## src/lqm_defines.vh

```
// Register map, field positions and reset values of the link quality monitor
`ifndef LQM_DEFINES_VH
`define LQM_DEFINES_VH
`define LQM_IDX_MON          5'h1D
`define LQM_IDX_THR          5'h1E
`define LQM_IDX_IRQ_MASK     5'h1F
`define LQM_IDX_PARAM        5'h1C
`define LQM_MON_RESET        16'h0000
`define LQM_THR_RESET        16'h0000
`define LQM_MASK_RESET       16'h0000
`define LQM_BIT_ENABLE       15
`define LQM_BIT_AUTO_RESET   1
`define LQM_WARN_MSB         9
`define LQM_BIT_WR_CMD       12
`define LQM_SEL_MSB          11
`define LQM_SEL_LSB          9
`define LQM_BIT_LOHI         8
`define LQM_BIT_IRQ_LQ       0
`define LQM_NUM_PARAMS       5
`define LQM_LINK_RESET_LEN   8'h10
`endif

```

## src/lqm_compare.v

```verilog
// One parameter's low/high threshold comparison
module lqm_compare #(
	parameter W = 16
) (
	// Operands
	input  wire [W-1:0] value,
	input  wire [W-1:0] low_thr,
	input  wire [W-1:0] high_thr,
	// Results
	output wire         low_viol,
	output wire         high_viol
);
	// Thresholds at the extremes can never trip, which disables them
	assign low_viol  = (value < low_thr);
	assign high_viol = (value > high_thr);
endmodule

```

## src/lqm_link_monitor.v

```verilog
// Link quality monitor with Wishbone register access
//
// Decided for this implementation: register access over Wishbone.
`include "lqm_defines.vh"
module lqm_link_monitor #(
	parameter W = 16
) (
	// Clock and reset
	input  wire         clk,
	input  wire         arst_n,
	// Wishbone slave
	input  wire         wb_cyc_i,
	input  wire         wb_stb_i,
	input  wire         wb_we_i,
	input  wire [6:0]   wb_adr_i,
	input  wire [3:0]   wb_sel_i,
	input  wire [31:0]  wb_dat_i,
	output reg  [31:0]  wb_dat_o,
	output reg          wb_ack_o,
	// Receiver status and adapted parameters
	input  wire         link_up_100,
	input  wire [W-1:0] equalizer_coefficient,
	input  wire [W-1:0] gain_control_level,
	input  wire [W-1:0] baseline_wander_level,
	input  wire [W-1:0] freq_offset_level,
	input  wire [W-1:0] freq_control_level,
	// Outputs
	output reg          irq,
	output reg          link_reset_100
);
	localparam NP = `LQM_NUM_PARAMS;

	// Link status is an external pin: three stages, change taken when last two agree
	reg  [2:0]      link_sync;
	reg             link_ok;
	reg             monitor_enable;
	reg             auto_reset_en;
	reg  [2*NP-1:0] warnings;
	reg  [2:0]      parameter_selector;
	reg             low_high_selector;
	reg  [W-1:0]    threshold_data_value;
	reg  [15:0]     interrupt_control_register;
	reg             irq_armed;
	reg  [7:0]      reset_cnt;
	reg  [W-1:0]    low_thr  [0:NP-1];
	reg  [W-1:0]    high_thr [0:NP-1];
	wire [W-1:0]    param_bus [0:NP-1];
	wire [2*NP-1:0] viol;
	wire            access;
	wire            wr;
	wire            rd_mon;
	wire            active;
	wire [4:0]      idx;
	wire            lo_lane;
	wire            hi_lane;
	reg  [31:0]     next_rdata;
	reg  [2*NP-1:0] next_warnings;

	assign access  = wb_cyc_i & wb_stb_i & ~wb_ack_o;
	assign idx     = wb_adr_i[6:2];
	assign wr      = access & wb_we_i;
	assign rd_mon  = access & ~wb_we_i & (idx == `LQM_IDX_MON);
	assign lo_lane = wb_sel_i[0];
	assign hi_lane = wb_sel_i[1];
	assign active  = monitor_enable & link_ok;

	assign param_bus[0] = equalizer_coefficient;
	assign param_bus[1] = gain_control_level;
	assign param_bus[2] = baseline_wander_level;
	assign param_bus[3] = freq_offset_level;
	assign param_bus[4] = freq_control_level;

	// Bit 2p is low, 2p+1 is high, matching the register layout
	genvar p;
	generate
		for (p = 0; p < NP; p = p + 1)
		begin : g_cmp
			lqm_compare #(.W(W)) u_cmp (
				.value     (param_bus[p]),
				.low_thr   (low_thr[p]),
				.high_thr  (high_thr[p]),
				.low_viol  (viol[2*p]),
				.high_viol (viol[2*p+1])
			);
		end
	endgenerate

	always @(posedge clk or negedge arst_n)
	begin
		if (!arst_n)
		begin
			link_sync <= 3'h0;
			link_ok   <= 1'b0;
		end
		else
		begin
			link_sync <= {link_sync[1:0], link_up_100};
			if (link_sync[2] == link_sync[1])
				link_ok <= link_sync[1];
		end
	end

	// Set beats the clear-on-read so a violation in the read cycle survives
	always @*
	begin
		next_warnings = warnings;
		if (rd_mon)
			next_warnings = {2*NP{1'b0}};
		if (active)
			next_warnings = next_warnings | viol | (warnings & ~{2*NP{rd_mon}});
	end

	always @*
	begin
		next_rdata = 32'h0000_0000;
		case (idx)
			`LQM_IDX_MON:
			begin
				next_rdata[`LQM_BIT_ENABLE]         = monitor_enable;
				next_rdata[`LQM_WARN_MSB:0]         = warnings;
			end
			`LQM_IDX_THR:
			begin
				// Command bit reads zero
				next_rdata[`LQM_SEL_MSB:`LQM_SEL_LSB] = parameter_selector;
				next_rdata[`LQM_BIT_LOHI]             = low_high_selector;
				// Selectors past the last parameter read zero, not unknown
				if (parameter_selector < NP)
					next_rdata[31:16] = low_high_selector ?
						high_thr[parameter_selector] : low_thr[parameter_selector];
			end
			`LQM_IDX_PARAM:
				if (parameter_selector < NP)
					next_rdata[W-1:0] = param_bus[parameter_selector];
			`LQM_IDX_IRQ_MASK:
				next_rdata[15:0] = interrupt_control_register;
			default:
				next_rdata = 32'h0000_0000;
		endcase
	end

	integer i;
	always @(posedge clk or negedge arst_n)
	begin
		if (!arst_n)
		begin
			wb_ack_o                   <= 1'b0;
			wb_dat_o                   <= 32'h0000_0000;
			monitor_enable             <= 1'b0;
			auto_reset_en              <= 1'b0;
			warnings                   <= {2*NP{1'b0}};
			parameter_selector         <= 3'h0;
			low_high_selector          <= 1'b0;
			threshold_data_value       <= {W{1'b0}};
			interrupt_control_register <= `LQM_MASK_RESET;
			irq_armed                  <= 1'b1;
			irq                        <= 1'b0;
			reset_cnt                  <= 8'h00;
			link_reset_100             <= 1'b0;
			for (i = 0; i < NP; i = i + 1)
			begin
				low_thr[i]  <= {W{1'b0}};
				high_thr[i] <= {W{1'b1}};
			end
		end
		else
		begin
			wb_ack_o <= access;
			wb_dat_o <= access & ~wb_we_i ? next_rdata : 32'h0000_0000;
			warnings <= next_warnings;
			// Bits 14:10 stay reserved, so the auto reset control lives in the mask word
			if (wr && idx == `LQM_IDX_MON && hi_lane)
				monitor_enable <= wb_dat_i[`LQM_BIT_ENABLE];
			if (wr && idx == `LQM_IDX_THR)
			begin
				if (hi_lane)
				begin
					parameter_selector <= wb_dat_i[`LQM_SEL_MSB:`LQM_SEL_LSB];
					low_high_selector  <= wb_dat_i[`LQM_BIT_LOHI];
				end
				if (wb_sel_i[2] && wb_sel_i[3])
					threshold_data_value <= wb_dat_i[16+W-1:16];
				// Write uses the selector and data carried in this same access
				if (hi_lane && wb_dat_i[`LQM_BIT_WR_CMD] && wb_dat_i[`LQM_SEL_MSB:`LQM_SEL_LSB] < NP)
				begin
					if (wb_dat_i[`LQM_BIT_LOHI])
						high_thr[wb_dat_i[`LQM_SEL_MSB:`LQM_SEL_LSB]] <= wb_dat_i[16+W-1:16];
					else
						low_thr[wb_dat_i[`LQM_SEL_MSB:`LQM_SEL_LSB]] <= wb_dat_i[16+W-1:16];
				end
			end
			if (wr && idx == `LQM_IDX_IRQ_MASK)
			begin
				if (lo_lane)
				begin
					interrupt_control_register[7:0] <= wb_dat_i[7:0];
					auto_reset_en                   <= wb_dat_i[`LQM_BIT_AUTO_RESET];
				end
				if (hi_lane)
					interrupt_control_register[15:8] <= wb_dat_i[15:8];
			end
			// One interrupt per batch of warnings until a read re-arms
			if (rd_mon)
				irq_armed <= 1'b1;
			else if (irq)
				irq_armed <= 1'b0;
			irq <= (|next_warnings) & interrupt_control_register[`LQM_BIT_IRQ_LQ]
				& (irq_armed | irq) & ~rd_mon;
			// Fixed-length reset pulse on any violation while the counter is idle
			if (reset_cnt != 8'h00)
				reset_cnt <= reset_cnt - 8'h01;
			else if (auto_reset_en && active && (|viol))
				reset_cnt <= `LQM_LINK_RESET_LEN;
			link_reset_100 <= (reset_cnt != 8'h00);
		end
	end
endmodule

```

## config.mk

```make
export PLATFORM = sky130hd
export DESIGN_NAME = lqm_link_monitor
export DESIGN_NICKNAME = d
export VERILOG_FILES = /design/src/lqm_compare.v /design/src/lqm_link_monitor.v
export VERILOG_INCLUDE_DIRS = /design/src
export SDC_FILE = /design/constraint.sdc
export NUM_CORES = 1
export LEC_CHECK = 0
export BUFFER_PORTS_ARGS = -buffer_cell sky130_fd_sc_hd__buf_2
export CAP_MARGIN = 0
export CORE_MARGIN = 8
export CORE_UTILIZATION = 40
export CTS_CLUSTER_DIAMETER = 60
export DETAILED_ROUTE_END_ITERATION = 7
export SLEW_MARGIN = 30
export SYNTH_ARGS = -nofsm -noshare
export SYNTH_HDL_FRONTEND = slang
export SYNTH_SLANG_ARGS = --single-unit
```

## constraint.sdc

```tcl
create_clock -name clk -period 2.56 [get_ports clk]
set_input_delay 0.128 -clock clk [delete_from_list [all_inputs] [get_ports clk]]
set_output_delay 0.128 -clock clk [all_outputs]
set_load 0.02 [all_outputs]
```

==> flow_metrics.tcl <==
set metrics [dict create \
    synth_top_family_by_area "compound AO/OA/AOI/OAI gates" \
    clock_sinks 239 \
    maxCapViolCount 0 \
    grt-ovfl-total 0 \
    first_pass_iters 8 \
    initial_core_util_pct 40.2 \
    grt_antenna_before_repair 0 \
    syn-num-nets 1750 \
    core_area_sq_um 36300 \
    cts-root-buf "clkbuf_16" \
    clkPwrFrac_pct 47.2 \
    via_per_inst 5.48 \
    synth-main-ff-cell "dfrtp_1" \
    p_int_mw 7.27 \
    p_comb_share_pct 11.8 \
    violations "setup timing" \
    num_io_pins 164 \
    htreeDepth 1 \
    cp-start-kind "flip-flop" \
    port_buffers 159 \
    status "finished with violations" \
    hp-class "in2reg" \
    seq_power_share_pct 41.0 \
    drive_gt1_share_pct 32.7 \
    synthSimpleGateAreaFrac_pct 11.4 \
    irDropWorstVdd_mv 0.521 \
    mostFrequentLayoutCells "186 x nand2_1, 166 x o21ai_0, 158 x buf_2, 156 x dfrtp_1, 154 x inv_1" \
    synth_xor_area_share_pct 0.180 \
    max_freq_mhz 370 \
    gp_congestion 0.963 \
    seq_area_frac_synth_pct 41.7 \
    required_ps 3050 \
    tritoncts "yes" \
    period_needed_ps 2700 \
    leakage_nw 9.02 \
    path_class "reg2reg" \
    cts_made_buffers 31 \
    syn2layout_area_growth_pct 28.1 \
    setup_viol 4 \
    yosys-top-cells-area "dfrtp_1 27%, dfstp_2 15%, ha_1 13%" \
    fin_hold_ws_ps 39.5 \
    die_area_sq_um 42800 \
    nets 2027 \
    wl_mm 48.2 \
    vias 12300 \
    finalCritPeriodShare_pct 105 \
    worstMarginPinSlew_ps 756 \
    syn-cell-area_sq_um 14600 \
    row_count 70 \
    finalClockSkew_ps 19.6 \
    path_clk_slew_ps 60 \
    drt_iter0_drc 1005 \
    slew_violations 0 \
    cp-end-kind "flip-flop" \
    relSlewSlack_pct 49.5 \
    netlist_instances 1465 \
    grt_max_degree 91 \
    synth_compound_area_share_pct 14.1 \
    clk_latency_ps 560 \
    synth_top_cell_by_area "dfrtp_1" \
    dpl.hpwl_mm 38.0 \
    synth_top_area_share_pct 27.1 \
    cts_max_path_buffers 3 \
    fp.dieW_um 207 \
    drtAntennaViolNets 0 \
    swShare_pct 26.0 \
    grt_pass1_wl_mm 73.9 \
    remaining_drc_errors 0 \
    power.switching_mw 2.55 \
    synthMuxAreaShare_pct 12.6 \
    grt_pass1_vias 12600 \
    global_route.usage.total_pct 22.6 \
    synth-async-reset-ratio_pct 100 \
    ys_ff_latch 239 \
    arrival_ps 3190 \
    fin_ws_ps -139 \
    synth.distinct_cells 74 \
    syn_area_per_cell_sq_um 9.95 \
    powerDensity_nw_per_um2 526 \
    synth_edf_count 0 \
    final_common_cell "nand2_1" \
    finalHoldViolCount 0 \
    crit_fanout 3 \
    wire_per_inst_um 21.6 \
    ys_warn_count 0 \
    yosys.area_share.adder_pct 13.5 \
    die_y_um 207 \
    power_mw 9.82 \
    rsz0062_at_grt "yes" \
]
-- worst max-delay path, cell delays in order (launching register included) --
cell	delay [ps]
dfstp_2	540
inv_2	50
ha_4	270
nand4_1	150
buf_4	180
or4_4	580
a22oi_2	200
o311ai_4	150
nor4_4	230
buf_4	180
a21o_1	110
-- logic make-up (layout without fill, tap and decap cells) --
logic type,after synthesis,count (layout)
buffers and inverters,240,541
DFF,239,239
adders and majority gates,157,157
xor gates and xnor gates,3,3
and+or+nand+nor,365,365
AOI/OAI and AO/OA,341,341
other,0,1
muxes,120,120
-- area by class of cell --
class                           instances  area (sq um)
Clock inverter                         17           241
Inverter                              165           619
Multi-Input combinational cell        986          8040
Clock buffer                           40           850
Fill cell                            3281         17600
Timing Repair Buffer                  319          2250
Sequential cell                       239          6080
Antenna cell                            1          2.50
Tap cell                              468           586
-- timing repair --
| action | CTS | global route |
|---|---|---|
| hold buffers | 38 | 0 |
| gates resized for setup | 32 | 37 |
| setup endpoints to repair | 5 | 4 |
| hold endpoints to repair | 229 | 0 |
| pin swaps | 22 | 26 |
| setup buffers | 3 | 2 |
-- per-stage QoR --
stage          area (sq um)  cells  worst slack (ps)  setup TNS (ps)  utilization (%)
5_1_grt               18700   2234              -228            -854             51.5
3_3_place_gp          16700   2135              -350           -1290             46.0
6_report              18700   2235              -139            -499             51.5
4_1_cts               18400   2233             -94.9            -370             50.7
2_1_floorplan         14600   1465              14.1               0                -
3_5_place_dp          16700   2135              -283           -1140             46.0
-- power by group through the flow --
stage / Sequential [mW] / Clock [mW] / Combinational, mW
after floorplan: 4.05 / 0 / 0.542
after global placement: 4.08 / 0 / 1.03
after detailed placement: 4.09 / 0 / 1.06
after CTS: 4.02 / 4.72 / 1.13
after global routing: 4.04 / 4.87 / 1.27
final: 4.03 / 4.63 / 1.16
-- flip-flops by register name, indices dropped and copies added (netlist names), 3 cells and up --
| register | cells |
|---|---|
| link_sync | 3 |
| interrupt_control_register | 16 |
| reset_cnt | 8 |
| high_thr | 80 |
| parameter_selector | 3 |
| wb_dat_o | 32 |
| warnings | 10 |
| low_thr | 80 |
-- path summary, 6_finish.rpt --
kind	slack (ps)	startpoint	cells after the start	endpoint
setup / recovery	-140	high_thr[30]	10	reset_cnt[1]
hold / removal	40	wb_adr_i[2]	3	wb_dat_o[11]
setup reg to reg	-140	high_thr[30]	10	reset_cnt[1]
hold reg to reg	370	link_sync[0]	0	link_sync[1]
max in group asynchronous	1520	arst_n	3	high_thr[20]
min in group asynchronous	200	arst_n	2	reset_cnt[7]
-- layer usage --
layer	vias up	part of all wire, %	global-route usage (%)
li1	5753	-	-
met1	5990	45	32.2
met2	440	45	35.9
met3	70	6.8	3.21
met4	0	2.7	5.89
met5	-	0	0
-- cells in the mapped netlist, types with 10 or more instances --
master       n
a21o_1      17
a2111oi_0   10
mux4_2      48
clkbuf_1    35
inv_1      163
a21oi_1     58
a211oi_1    13
mux2i_1     42
ha_1       156
mux2_2      30
o22ai_1     10
dfrtp_1    158
o21ai_0    168
nor2_1      67
dfstp_2     81
nand4_1     31
buf_2       32
nand2_1    186
nand3_1     24
Note: power is estimated with default switching activity, not from simulation.
